File: src/irt_consts.vh
`ifndef IRT_CONSTS_VH
`define IRT_CONSTS_VH
// register indices
`define IRT_ADDR_TIMER 3'h0
`define IRT_ADDR_CTL_FIRST 3'h3
`define IRT_ADDR_CTL_SECOND 3'h4
`define IRT_ADDR_STATUS 3'h5
`define IRT_ADDR_STANDBY 3'h6
// reset values
`define IRT_CTL_FIRST_RST 8'h03
`define IRT_CTL_SECOND_RST 8'h26
// first control register fields
`define IRT_F_CSEL_LO 0
`define IRT_F_CSEL_HI 1
`define IRT_F_CARRIER_DISABLE 2
`define IRT_F_CLOCK_HALVER 3
// second control register fields
`define IRT_F_SENSE_A_IN 0
`define IRT_F_KEY_SCAN_OUT 1
`define IRT_F_INDICATOR_MODE 2
`define IRT_F_SENSE_PULL 4
`define IRT_F_KEY_IN_PULL 5
`define IRT_CTL_SECOND_MASK 8'h37
// timer
`define IRT_TIMER_BITS 9
`define IRT_F_TIMER_OE 9
`define IRT_TICK_DIV 64
// carrier periods and high widths in fx periods, before halving
`define IRT_CAR_PER_8 8
`define IRT_CAR_PER_64 64
`define IRT_CAR_PER_96 96
`define IRT_CAR_HI_8 4
`define IRT_CAR_HI_64 32
`define IRT_CAR_HI_96 48
`define IRT_CAR_HI_96_THIRD 32
// standby operand codes
`define IRT_OP_HALT_TIMER 3'h5
`define IRT_OP_STOP_A 3'h0
`define IRT_OP_STOP_B 3'h3
`define IRT_OP_STOP_C 3'h6
`endif

File: src/irt_carrier_timer.v
`timescale 1ns/1ns
`include "irt_consts.vh"
module irt_carrier_timer #(
  parameter TIMER_BITS = `IRT_TIMER_BITS,
  parameter KEY_SCAN_W = 8,
  parameter KEY_IN_W = 4
)(
  input wire clk,
  input wire rst,
  input wire [2:0] addr,
  input wire [9:0] wdata,
  input wire wr,
  input wire rd,
  output reg [9:0] rdata_ff,
  input wire [KEY_IN_W-1:0] key_input_port,
  input wire sense_input_a,
  input wire sense_indicator_in,
  output reg sense_indicator_out_ff,
  output reg sense_indicator_oe_ff,
  output reg sense_a_input_en_ff,
  output reg sense_pull_a_ff,
  output reg sense_pull_ind_ff,
  output reg [KEY_SCAN_W-1:0] key_scan_oe_ff,
  output reg key_input_pull_ff,
  output reg infrared_out_pin_ff,
  output reg timer_end_ff,
  output reg cpu_halted_ff,
  output reg osc_hold_low_ff,
  output reg status_flag_ff
);

  // ----------------------------------------------------------------
  // configuration registers
  // ----------------------------------------------------------------
  reg [7:0] port_control_first_ff;
  reg [7:0] port_control_second_ff;
  wire [1:0] carrier_sel;
  wire carrier_disable;
  wire timer_clock_halver;

  assign carrier_sel = port_control_first_ff[`IRT_F_CSEL_HI:`IRT_F_CSEL_LO];
  assign carrier_disable = port_control_first_ff[`IRT_F_CARRIER_DISABLE];
  assign timer_clock_halver = port_control_first_ff[`IRT_F_CLOCK_HALVER];
  always @(posedge clk)
  begin
    if (rst)
    begin
      port_control_first_ff <= `IRT_CTL_FIRST_RST;
      port_control_second_ff <= `IRT_CTL_SECOND_RST;
    end
    else if (wr)
    begin
      if (addr == `IRT_ADDR_CTL_FIRST)
        port_control_first_ff <= {4'h0, wdata[3:0]};
      if (addr == `IRT_ADDR_CTL_SECOND)
        port_control_second_ff <= wdata[7:0] & `IRT_CTL_SECOND_MASK;
    end
  end

  // ----------------------------------------------------------------
  // standby state
  // ----------------------------------------------------------------
  localparam ST_RUN = 2'd0;
  localparam ST_HALT = 2'd1;
  localparam ST_STOP_WAIT = 2'd2;
  localparam ST_STOP = 2'd3;

  reg [1:0] state_ff;
  reg [1:0] nxt_state;
  reg [3:0] sb_op_ff;
  reg [3:0] nxt_sb_op;
  reg nxt_flag;
  reg nxt_halted;
  reg nxt_osc_low;

  // ----------------------------------------------------------------
  // timer: prescaler, down counter, output enable
  // ----------------------------------------------------------------
  reg [6:0] pre_ff;
  reg [TIMER_BITS-1:0] cnt_ff;
  reg timer_oe_ff;
  wire tick;
  wire running;
  wire timer_wr;
  wire stop_clear;

  // the prescaler runs free, so a load is not phase-aligned to a tick
  assign tick = timer_clock_halver ? (pre_ff == 7'h7f) : (pre_ff[5:0] == 6'h3f);
  assign running = (cnt_ff != {TIMER_BITS{1'b0}});
  assign timer_wr = wr && (addr == `IRT_ADDR_TIMER);
  // entering stop clears the nine-bit count and its output enable; the prescaler keeps running
  assign stop_clear = (state_ff == ST_STOP_WAIT);
  always @(posedge clk)
  begin
    if (rst)
      pre_ff <= 7'h00;
    else
      pre_ff <= pre_ff + 7'h01;
  end
  always @(posedge clk)
  begin
    if (rst)
    begin
      cnt_ff <= {TIMER_BITS{1'b0}};
      timer_oe_ff <= 1'b0;
    end
    else if (stop_clear)
    begin
      cnt_ff <= {TIMER_BITS{1'b0}};
      timer_oe_ff <= 1'b0;
    end
    else if (timer_wr)
    begin
      // any non-zero value starts the count at once
      cnt_ff <= wdata[TIMER_BITS-1:0];
      timer_oe_ff <= wdata[`IRT_F_TIMER_OE];
    end
    else if (tick && running)
      cnt_ff <= cnt_ff - {{(TIMER_BITS-1){1'b0}}, 1'b1};
  end

  // ----------------------------------------------------------------
  // carrier generator
  // ----------------------------------------------------------------
  reg [8:0] car_cnt_ff;
  reg [8:0] car_per;
  reg [8:0] car_hi;
  wire [8:0] car_per_eff;
  wire [8:0] car_hi_eff;
  wire carrier_high;

  always @*
  begin
    case (carrier_sel)
      2'd0:
      begin
        car_per = 9'd`IRT_CAR_PER_8;
        car_hi = 9'd`IRT_CAR_HI_8;
      end
      2'd1:
      begin
        car_per = 9'd`IRT_CAR_PER_64;
        car_hi = 9'd`IRT_CAR_HI_64;
      end
      2'd2:
      begin
        car_per = 9'd`IRT_CAR_PER_96;
        car_hi = 9'd`IRT_CAR_HI_96;
      end
      default:
      begin
        car_per = 9'd`IRT_CAR_PER_96;
        car_hi = 9'd`IRT_CAR_HI_96_THIRD;
      end
    endcase
  end

  assign car_per_eff = timer_clock_halver ? {car_per[7:0], 1'b0} : car_per;
  assign car_hi_eff = timer_clock_halver ? {car_hi[7:0], 1'b0} : car_hi;
  // high phase sits at the end of the period, so a select change cannot
  // leave the counter past the wrap point for long
  assign carrier_high = (car_cnt_ff >= (car_per_eff - car_hi_eff));

  // free running: the first high phase after a start may be cut short
  always @(posedge clk)
  begin
    if (rst)
      car_cnt_ff <= 9'h000;
    else if (car_cnt_ff >= (car_per_eff - 9'h001))
      car_cnt_ff <= 9'h000;
    else
      car_cnt_ff <= car_cnt_ff + 9'h001;
  end

  // ----------------------------------------------------------------
  // infrared gate with carrier synchroniser
  // ----------------------------------------------------------------
  reg ir_gate_ff;
  wire ir_active;
  reg nxt_ir;

  assign ir_active = running && timer_oe_ff;
  always @(posedge clk)
  begin
    if (rst)
      ir_gate_ff <= 1'b0;
    else if (ir_active)
      ir_gate_ff <= 1'b1;
    else if (carrier_disable || !carrier_high)
      ir_gate_ff <= 1'b0;
  end

  always @*
  begin
    nxt_ir = 1'b0;
    if (ir_active || ir_gate_ff)
    begin
      if (carrier_disable)
        nxt_ir = ir_active;
      else
        nxt_ir = carrier_high;
    end
  end

  // ----------------------------------------------------------------
  // standby control
  // ----------------------------------------------------------------
  wire sb_req;
  wire key_high;
  wire sense_high;
  reg op_valid;
  reg release_met;
  reg [3:0] rel_op;
  wire sw_flag_wr;

  assign sb_req = wr && (addr == `IRT_ADDR_STANDBY) && (state_ff == ST_RUN);
  assign sw_flag_wr = wr && (addr == `IRT_ADDR_STATUS);
  assign key_high = |key_input_port;
  // a sense pin may wake the part only in input mode
  assign sense_high =
    (sense_input_a && port_control_second_ff[`IRT_F_SENSE_A_IN]) ||
    (sense_indicator_in && !port_control_second_ff[`IRT_F_INDICATOR_MODE]);

  always @*
  begin
    rel_op = (state_ff == ST_RUN) ? wdata[3:0] : sb_op_ff;
    op_valid = 1'b1;
    release_met = 1'b0;
    case (rel_op[2:0])
      `IRT_OP_HALT_TIMER: release_met = !running;
      `IRT_OP_STOP_A,
      `IRT_OP_STOP_B,
      `IRT_OP_STOP_C: release_met = key_high || (rel_op[3] && sense_high);
      default: op_valid = 1'b0;
    endcase
  end

  always @*
  begin
    nxt_state = state_ff;
    nxt_sb_op = sb_op_ff;
    nxt_flag = status_flag_ff;
    nxt_halted = 1'b0;
    nxt_osc_low = 1'b0;
    if (sw_flag_wr)
      nxt_flag = wdata[0];
    case (state_ff)
      ST_RUN:
      begin
        if (sb_req && op_valid)
        begin
          if (status_flag_ff)
            nxt_flag = release_met;
          else if (release_met)
            nxt_flag = 1'b1;
          else
          begin
            nxt_sb_op = wdata[3:0];
            if (wdata[2:0] == `IRT_OP_HALT_TIMER)
              nxt_state = ST_HALT;
            else
              nxt_state = ST_STOP_WAIT;
          end
        end
      end
      ST_HALT:
      begin
        if (release_met)
        begin
          nxt_state = ST_RUN;
          nxt_flag = 1'b1;
        end
      end
      ST_STOP_WAIT:
        if (!running && !timer_oe_ff)
          nxt_state = ST_STOP;
      ST_STOP:
      begin
        if (release_met)
        begin
          nxt_state = ST_RUN;
          nxt_flag = 1'b1;
        end
      end
      default:
        nxt_state = ST_RUN;
    endcase
    nxt_halted = (nxt_state != ST_RUN);
    nxt_osc_low = (nxt_state == ST_STOP);
  end

  always @(posedge clk)
  begin
    if (rst)
    begin
      state_ff <= ST_RUN;
      sb_op_ff <= 4'h0;
      status_flag_ff <= 1'b0;
      cpu_halted_ff <= 1'b0;
      osc_hold_low_ff <= 1'b0;
    end
    else
    begin
      state_ff <= nxt_state;
      sb_op_ff <= nxt_sb_op;
      status_flag_ff <= nxt_flag;
      cpu_halted_ff <= nxt_halted;
      osc_hold_low_ff <= nxt_osc_low;
    end
  end

  // ----------------------------------------------------------------
  // pin controls
  // ----------------------------------------------------------------
  wire sense_a_in;
  wire ind_mode;

  assign sense_a_in = port_control_second_ff[`IRT_F_SENSE_A_IN];
  assign ind_mode = port_control_second_ff[`IRT_F_INDICATOR_MODE];
  always @(posedge clk)
  begin
    if (rst)
    begin
      sense_indicator_out_ff <= 1'b1;
      sense_indicator_oe_ff <= 1'b1;
      sense_a_input_en_ff <= 1'b0;
      sense_pull_a_ff <= 1'b0;
      sense_pull_ind_ff <= 1'b0;
      key_scan_oe_ff <= {KEY_SCAN_W{1'b1}};
      key_input_pull_ff <= 1'b1;
      infrared_out_pin_ff <= 1'b0;
      timer_end_ff <= 1'b1;
    end
    else
    begin
      sense_indicator_out_ff <= !ir_active;
      sense_indicator_oe_ff <= ind_mode;
      sense_a_input_en_ff <= sense_a_in;
      sense_pull_a_ff <= port_control_second_ff[`IRT_F_SENSE_PULL] && sense_a_in;
      sense_pull_ind_ff <= port_control_second_ff[`IRT_F_SENSE_PULL] && !ind_mode;
      key_scan_oe_ff <= {KEY_SCAN_W{port_control_second_ff[`IRT_F_KEY_SCAN_OUT]}};
      key_input_pull_ff <= port_control_second_ff[`IRT_F_KEY_IN_PULL];
      infrared_out_pin_ff <= nxt_ir;
      timer_end_ff <= !running;
    end
  end

  // ----------------------------------------------------------------
  // register read port
  // ----------------------------------------------------------------
  reg [9:0] nxt_rdata;
  always @*
  begin
    nxt_rdata = 10'h000;
    case (addr)
      `IRT_ADDR_TIMER: nxt_rdata = {timer_oe_ff, cnt_ff};
      `IRT_ADDR_CTL_FIRST: nxt_rdata = {2'b00, port_control_first_ff};
      `IRT_ADDR_CTL_SECOND: nxt_rdata = {2'b00, port_control_second_ff};
      `IRT_ADDR_STATUS: nxt_rdata = {5'h00, state_ff, ir_gate_ff, !running, status_flag_ff};
      default: nxt_rdata = 10'h000;
    endcase
  end

  always @(posedge clk)
  begin
    if (rst || !rd)
      rdata_ff <= 10'h000;
    else
      rdata_ff <= nxt_rdata;
  end

endmodule // irt_carrier_timer

File: config.mk
export PLATFORM = sky130hd
export DESIGN_NAME = irt_carrier_timer
export DESIGN_NICKNAME = d
export VERILOG_FILES = /design/src/irt_carrier_timer.v
export VERILOG_INCLUDE_DIRS = /design/src
export SDC_FILE = /design/constraint.sdc
export NUM_CORES = 1
export LEC_CHECK = 0
export BUFFER_PORTS_ARGS = -buffer_cell sky130_fd_sc_hd__buf_4
export CAP_MARGIN = 15
export CORE_MARGIN = 2
export CORE_UTILIZATION = 51
export CTS_CLUSTER_DIAMETER = 80
export DETAILED_ROUTE_END_ITERATION = 8
export PLACE_DENSITY = 0.76
export SLEW_MARGIN = 5
export SYNTH_ARGS = -nofsm -noshare
export SYNTH_HDL_FRONTEND = slang
export SYNTH_SLANG_ARGS = --single-unit
File: constraint.sdc
create_clock -name clk -period 2.78 [get_ports clk]
set_input_delay 0.834 -clock clk [delete_from_list [all_inputs] [get_ports clk]]
set_output_delay 0.834 -clock clk [all_outputs]
set_load 0.02 [all_outputs]
### After elaboration in Yosys (flattened, before gate mapping)

Index checks and enable logic that the tools add are counted.

* bits in registers: 64
* input bits: 23
* output and inout port bits: 29
* word-level logic and storage cells: 116

* equality and inequality tests: 16
* bitwise logic cells: 3
* mux-type cells: 26
* reduce and logical (&&, ||, !) cells: 42
* magnitude comparators: 2
* add/subtract/negate cells: 5

Operators with widths (number)
* $pmux W10 S4: 1
* $mux W9: 4
* $eq A3 B3 Y1 const B: 6
* $ge A9 B9 Y1: 2
* $sub A9 B1 Y9 const B: 2
* $pmux W7 S2: 1
* $logic_and A1 B1 Y1: 13
* $mux W2: 6
* $pmux W6 S2: 1
* $add A9 B1 Y9 const B: 1
* $mux W1: 9
* $reduce_bool A9 Y1: 1
* $sub A9 B9 Y9: 1
* $eq A2 B2 Y1 const B: 4
* $reduce_or A2 Y1: 4
* $reduce_or A4 Y1: 2
* $add A7 B1 Y7 const B: 1
* $eq A7 B7 Y1 const B: 1
* $eq A3 B2 Y1 const B: 2
* $eq A6 B6 Y1 const B: 1
* $logic_not A1 Y1: 6
* $logic_not A3 Y1: 2
* $pmux W2 S3: 1
* $reduce_bool A2 Y1: 3
* other kinds (9): 19

### Logic depth before layout (Yosys ltp)

* word-level depth: 11
* mapped depth: 14
* depth with buffers taken out: 14

### Least setup slack after synthesis

OpenSTA, ideal clock, no wires.

* kind: register to register
* from: register port_control_first_ff[3]
* to: register infrared_out_pin_ff
* path buffers: 1
* path slack: 0.191 ns
* period minus slack after synthesis: 2.589 ns
* stages on the path, launching flop included: 14
* required time: 2.685 ns
* arrival time: 2.493 ns
* setup time: 0.095 ns
* cells stage by stage: dfxtp_1 clkbuf_1 nand2_1 ha_1 a21oi_1 nor2b_1 nor2_1 a31oi_1 o221ai_1 ha_1 o21ai_0 o21bai_1 a21oi_1 a221oi_1

* cells in the longest elaborated chain, start to end: 4
* elaborated cells between the ends (all ways): 5
* those cells by class: add/sub (1); order compare (1); mux (3)

RTL lines
* start, declared: RTL line irt_carrier_timer.v:35 `reg [7:0] port_control_first_ff;`
* start signal, assigned: RTL line irt_carrier_timer.v:48 `` port_control_first_ff <= `IRT_CTL_FIRST_RST; ``
* start signal, assigned: RTL line irt_carrier_timer.v:54 `port_control_first_ff <= {4'h0, wdata[3:0]};`
* $mux W9 (on tied branches): RTL line irt_carrier_timer.v:158, irt_carrier_timer.v:159
* $sub A9 B9 Y9 (*): RTL line irt_carrier_timer.v:162 `assign carrier_high = (car_cnt_ff >= (car_per_eff - car_hi_eff));`
* $ge A9 B9 Y1 (*): RTL line irt_carrier_timer.v:162
* $mux W1 (*): RTL line irt_carrier_timer.v:198 `if (carrier_disable)`
* end signal, assigned: RTL line irt_carrier_timer.v:343 `infrared_out_pin_ff <= nxt_ir;`
* end, declared: RTL line irt_carrier_timer.v:25 `output reg infrared_out_pin_ff,`

Mark *: on every way between the ends. The rest lies on a longest branch, timed or not.
A chain may end at the register's enable or synchronous reset.

### Final worst setup path

* from: register port_control_first_ff[1]
* to: register ir_gate_ff

* cells in the longest elaborated chain, start to end: 8
* elaborated cells between the ends (all ways): 12
* those cells by class: add/sub (1); order compare (1); eq/ne (2); mux (4); reduce/logical (4)

RTL lines
* $eq A2 B2 Y1, or another cell as far along: RTL line irt_carrier_timer.v:134 `case (carrier_sel)`
* $pmux W6 S2 or $pmux W7 S2 (tied branches): RTL line irt_carrier_timer.v:134
* $mux W9 (on tied branches): RTL line irt_carrier_timer.v:159, irt_carrier_timer.v:158
* $sub A9 B9 Y9 (*): RTL line irt_carrier_timer.v:162
* $ge A9 B9 Y1 (*): RTL line irt_carrier_timer.v:162
* $logic_not A1 Y1 (*): RTL line irt_carrier_timer.v:189 `else if (carrier_disable || !carrier_high)`
* $logic_or A1 B1 Y1 (*): RTL line irt_carrier_timer.v:189
* $reduce_bool A2 Y1 (no source line) (*)
* end signal, assigned: RTL line irt_carrier_timer.v:186 `ir_gate_ff <= 1'b0;`
* end signal, assigned: RTL line irt_carrier_timer.v:188 `ir_gate_ff <= 1'b1;`
* end signal, assigned: RTL line irt_carrier_timer.v:190 `ir_gate_ff <= 1'b0;`
* end, declared: RTL line irt_carrier_timer.v:178 `reg ir_gate_ff;`

Marks and branches as above.

==> flow_summary.json <==
{
  "outcome": "finished clean",
  "yosys-top-cells-area": "dfxtp_1 38%, ha_1 8.6%, nor2_1 6.3%",
  "drive_above_1_share": 0.212,
  "total_power_mw": 1.98,
  "portBuffers": 51,
  "diodes": 0,
  "yosysSeqAreaShare": 0.382,
  "rr_startpoint": "port_control_first_ff[1]",
  "setup_viol": 0,
  "die_x_um": 85.1,
  "drc": 0,
  "synthArstFlopShare": 0,
  "setup_tns_ns": 0,
  "yosys.area.top_type_share": 0.382,
  "synth_ff_type": "dfxtp_1",
  "clockBufferDepth": 2,
  "cts_made_buffers": 9,
  "ir_drop_mv": 0.345,
  "stdcell_area_mm2": 0.00399,
  "critPathRequiredTime_ns": 2.99,
  "relSlewSlack": 0.604,
  "synth_nets": 429,
  "use_met2": 0.345,
  "yosysUniqueCellTypes": 53,
  "rsz0062_at_grt": "false",
  "clock_tree.root_cell": "clkbuf_8",
  "maxCapViolCount": 0,
  "core_mm2": 0.00635,
  "min_from": "port_control_second_ff[4]",
  "clock_sink_count": 64,
  "worstSetupEndpointType": "register",
  "powerDensity_mw_per_mm2": 496,
  "fill_cells": 556,
  "num_io_pins": 52,
  "ys_seq_elements": 64,
  "critPathArrivalTime_ns": 2.82,
  "routedWlPerCell_um": 14.1,
  "period_share": 0.937,
  "pre_cts_ws_ns": 0.0737,
  "synth_most_common_cell": "dfxtp_1",
  "antenna_left": 0,
  "grt_pass1_wl_mm": 12.2,
  "synth-edff-count": 0,
  "period_needed_ns": 2.61,
  "drv_slew": 0,
  "p_leak_nw": 1.71,
  "start_util": 0.528,
  "cts_tree": "yes",
  "yosys.area.top_type": "dfxtp_1",
  "grt.busiest_layer": "met2",
  "synth_common_cells": "64 x dfxtp_1, 56 x nor2_1, 27 x nand2_1",
  "drt-pass1-iter-count": 4,
  "syn-mean-instance-area_um2": 8.75,
  "syn_inst": 383,
  "routabilityCongestion": 0.873,
  "grtUsageTotal": 0.211,
  "fin_skew_ns": 0.00781,
  "critPathMaxFanout": 10,
  "rows": 29,
  "grt-ovfl-total": 0,
  "clkLatencyLatePin_ns": 0.33,
  "timing.fmax_mhz": 384,
  "syn_to_final_growth_pct": 19.1,
  "synth_warnings": 0,
  "hold_path.class": "register to register",
  "dpl-instance-area_mm2": 0.00376,
  "final-seq-area_mm2": 0.00128,
  "drt-total-wl_mm": 7.20,
  "die_h_um": 85.1,
  "multi_input_comb_area_mm2": 0.00191,
  "drt_iter0_markers": 158,
  "final_nets": 475,
  "netlist_area_mm2": 0.00335,
  "critPathLaunchType": "register",
  "crit_type": "register to register",
  "grt_util_met1": 0.279,
  "startpoint": "port_control_first_ff[1]",
  "hold_viol": 0,
  "fin_ws_ns": 0.174,
  "met3_usage": 0.0418,
  "dieArea_mm2": 0.00723,
  "grt_start_max_net_pins": 38,
  "htreeDepth": 3,
  "clk_pin_slew_ns": 0.07,
  "fin_util": 0.629,
  "vias": 2764,
  "antenna_found_initial": 0,
  "regToRegSetupSlack_ns": 0.17,
  "worst_slew_pin_slew_ns": 0.589,
  "via_per_inst": 5.41,
  "grt_pass1_vias": 2587,
  "dp_hpwl_mm": 5.35
}
-- sequential cells by signal, indices dropped and copies added, names as in the netlist, 2 cells and up --
| signal | flops |
|---|---|
| sb_op_ff | 4 |
| rdata_ff | 10 |
| state_ff | 2 |
| port_control_first_ff | 4 |
| cnt_ff | 9 |
| car_cnt_ff | 9 |
| pre_ff | 7 |
| port_control_second_ff | 5 |
-- stage by stage --
step                      hold slack, ns  cells
after global placement             0.445    494
after CTS                          0.469    510
final                              0.466    511
after global routing               0.496    511
after floorplan                    0.430    383
after detailed placement           0.457    494
-- worst max-delay path, cell delays in order, from the launching register on --
cell	delay (ns)
dfxtp_1	0.33
buf_4	0.17
nand2_1	0.10
inv_1	0.06
ha_1	0.37
a21oi_1	0.21
xor2_1	0.10
ha_1	0.19
a2111oi_0	0.39
buf_4	0.17
o21bai_1	0.06
a21oi_1	0.24
o31ai_1	0.09
-- kinds of logic after synthesis --
logic type,count (synthesis),share of synthesized area
muxes,15,0.0452
AOI/OAI and AO/OA,63,0.137
xor gates and xnor gates,26,0.0762
and+or+nand+nor,151,0.219
buffers and inverters,41,0.0541
adders and majority gates,23,0.0859
DFF,64,0.382
-- worst paths after layout --
| check | end | depth (start not counted) |
|---|---|---|
| worst max register to register | ir_gate_ff | 12 |
| worst min register to register | sense_pull_ind_ff | 2 |
| worst max-delay path | ir_gate_ff | 12 |
| worst min-delay path | sense_pull_ind_ff | 2 |
-- routing by layer --
metal | part of all wire | up-vias
met2 | 0.49 | 65
li1 | - | 1414
met1 | 0.45 | 1276
met3 | 0.053 | 9
met5 | 0 | -
met4 | 0.011 | 0
-- placed cells by master (no fill, tap or decap), types with 10 or more instances in the layout --
cell type	instances
clkbuf_8	10
nor2_1	55
nand3_1	10
mux2i_1	14
ha_1	23
xnor2_1	10
xor2_1	14
buf_4	59
dfxtp_1	63
nand2_1	27
inv_1	16
-- repair_timing --
| action | in CTS | in global routing |
|---|---|---|
| setup endpoints to repair | 0 | 2 |
| setup buffers | 0 | 1 |
| hold buffers | 0 | 0 |
| gates resized for setup | 0 | 7 |
-- power breakdown --
part / switching (mW) / internal, mW
combinational: 0.122 / 0.102
sequential: 0.0229 / 0.940
clock: 0.356 / 0.437
total: 0.502 / 1.48
-- area by class of cell --
cell class / count / area share
multi-input cells: 278 / 0.478
flip-flops and latches: 64 / 0.321
repair buffers: 59 / 0.111
clock buffers: 11 / 0.0354
well taps: 77 / 0.0241
inverters: 17 / 0.0160
clock inverters: 5 / 0.0141
No activity file was read; power rests on OpenSTA's default activity.
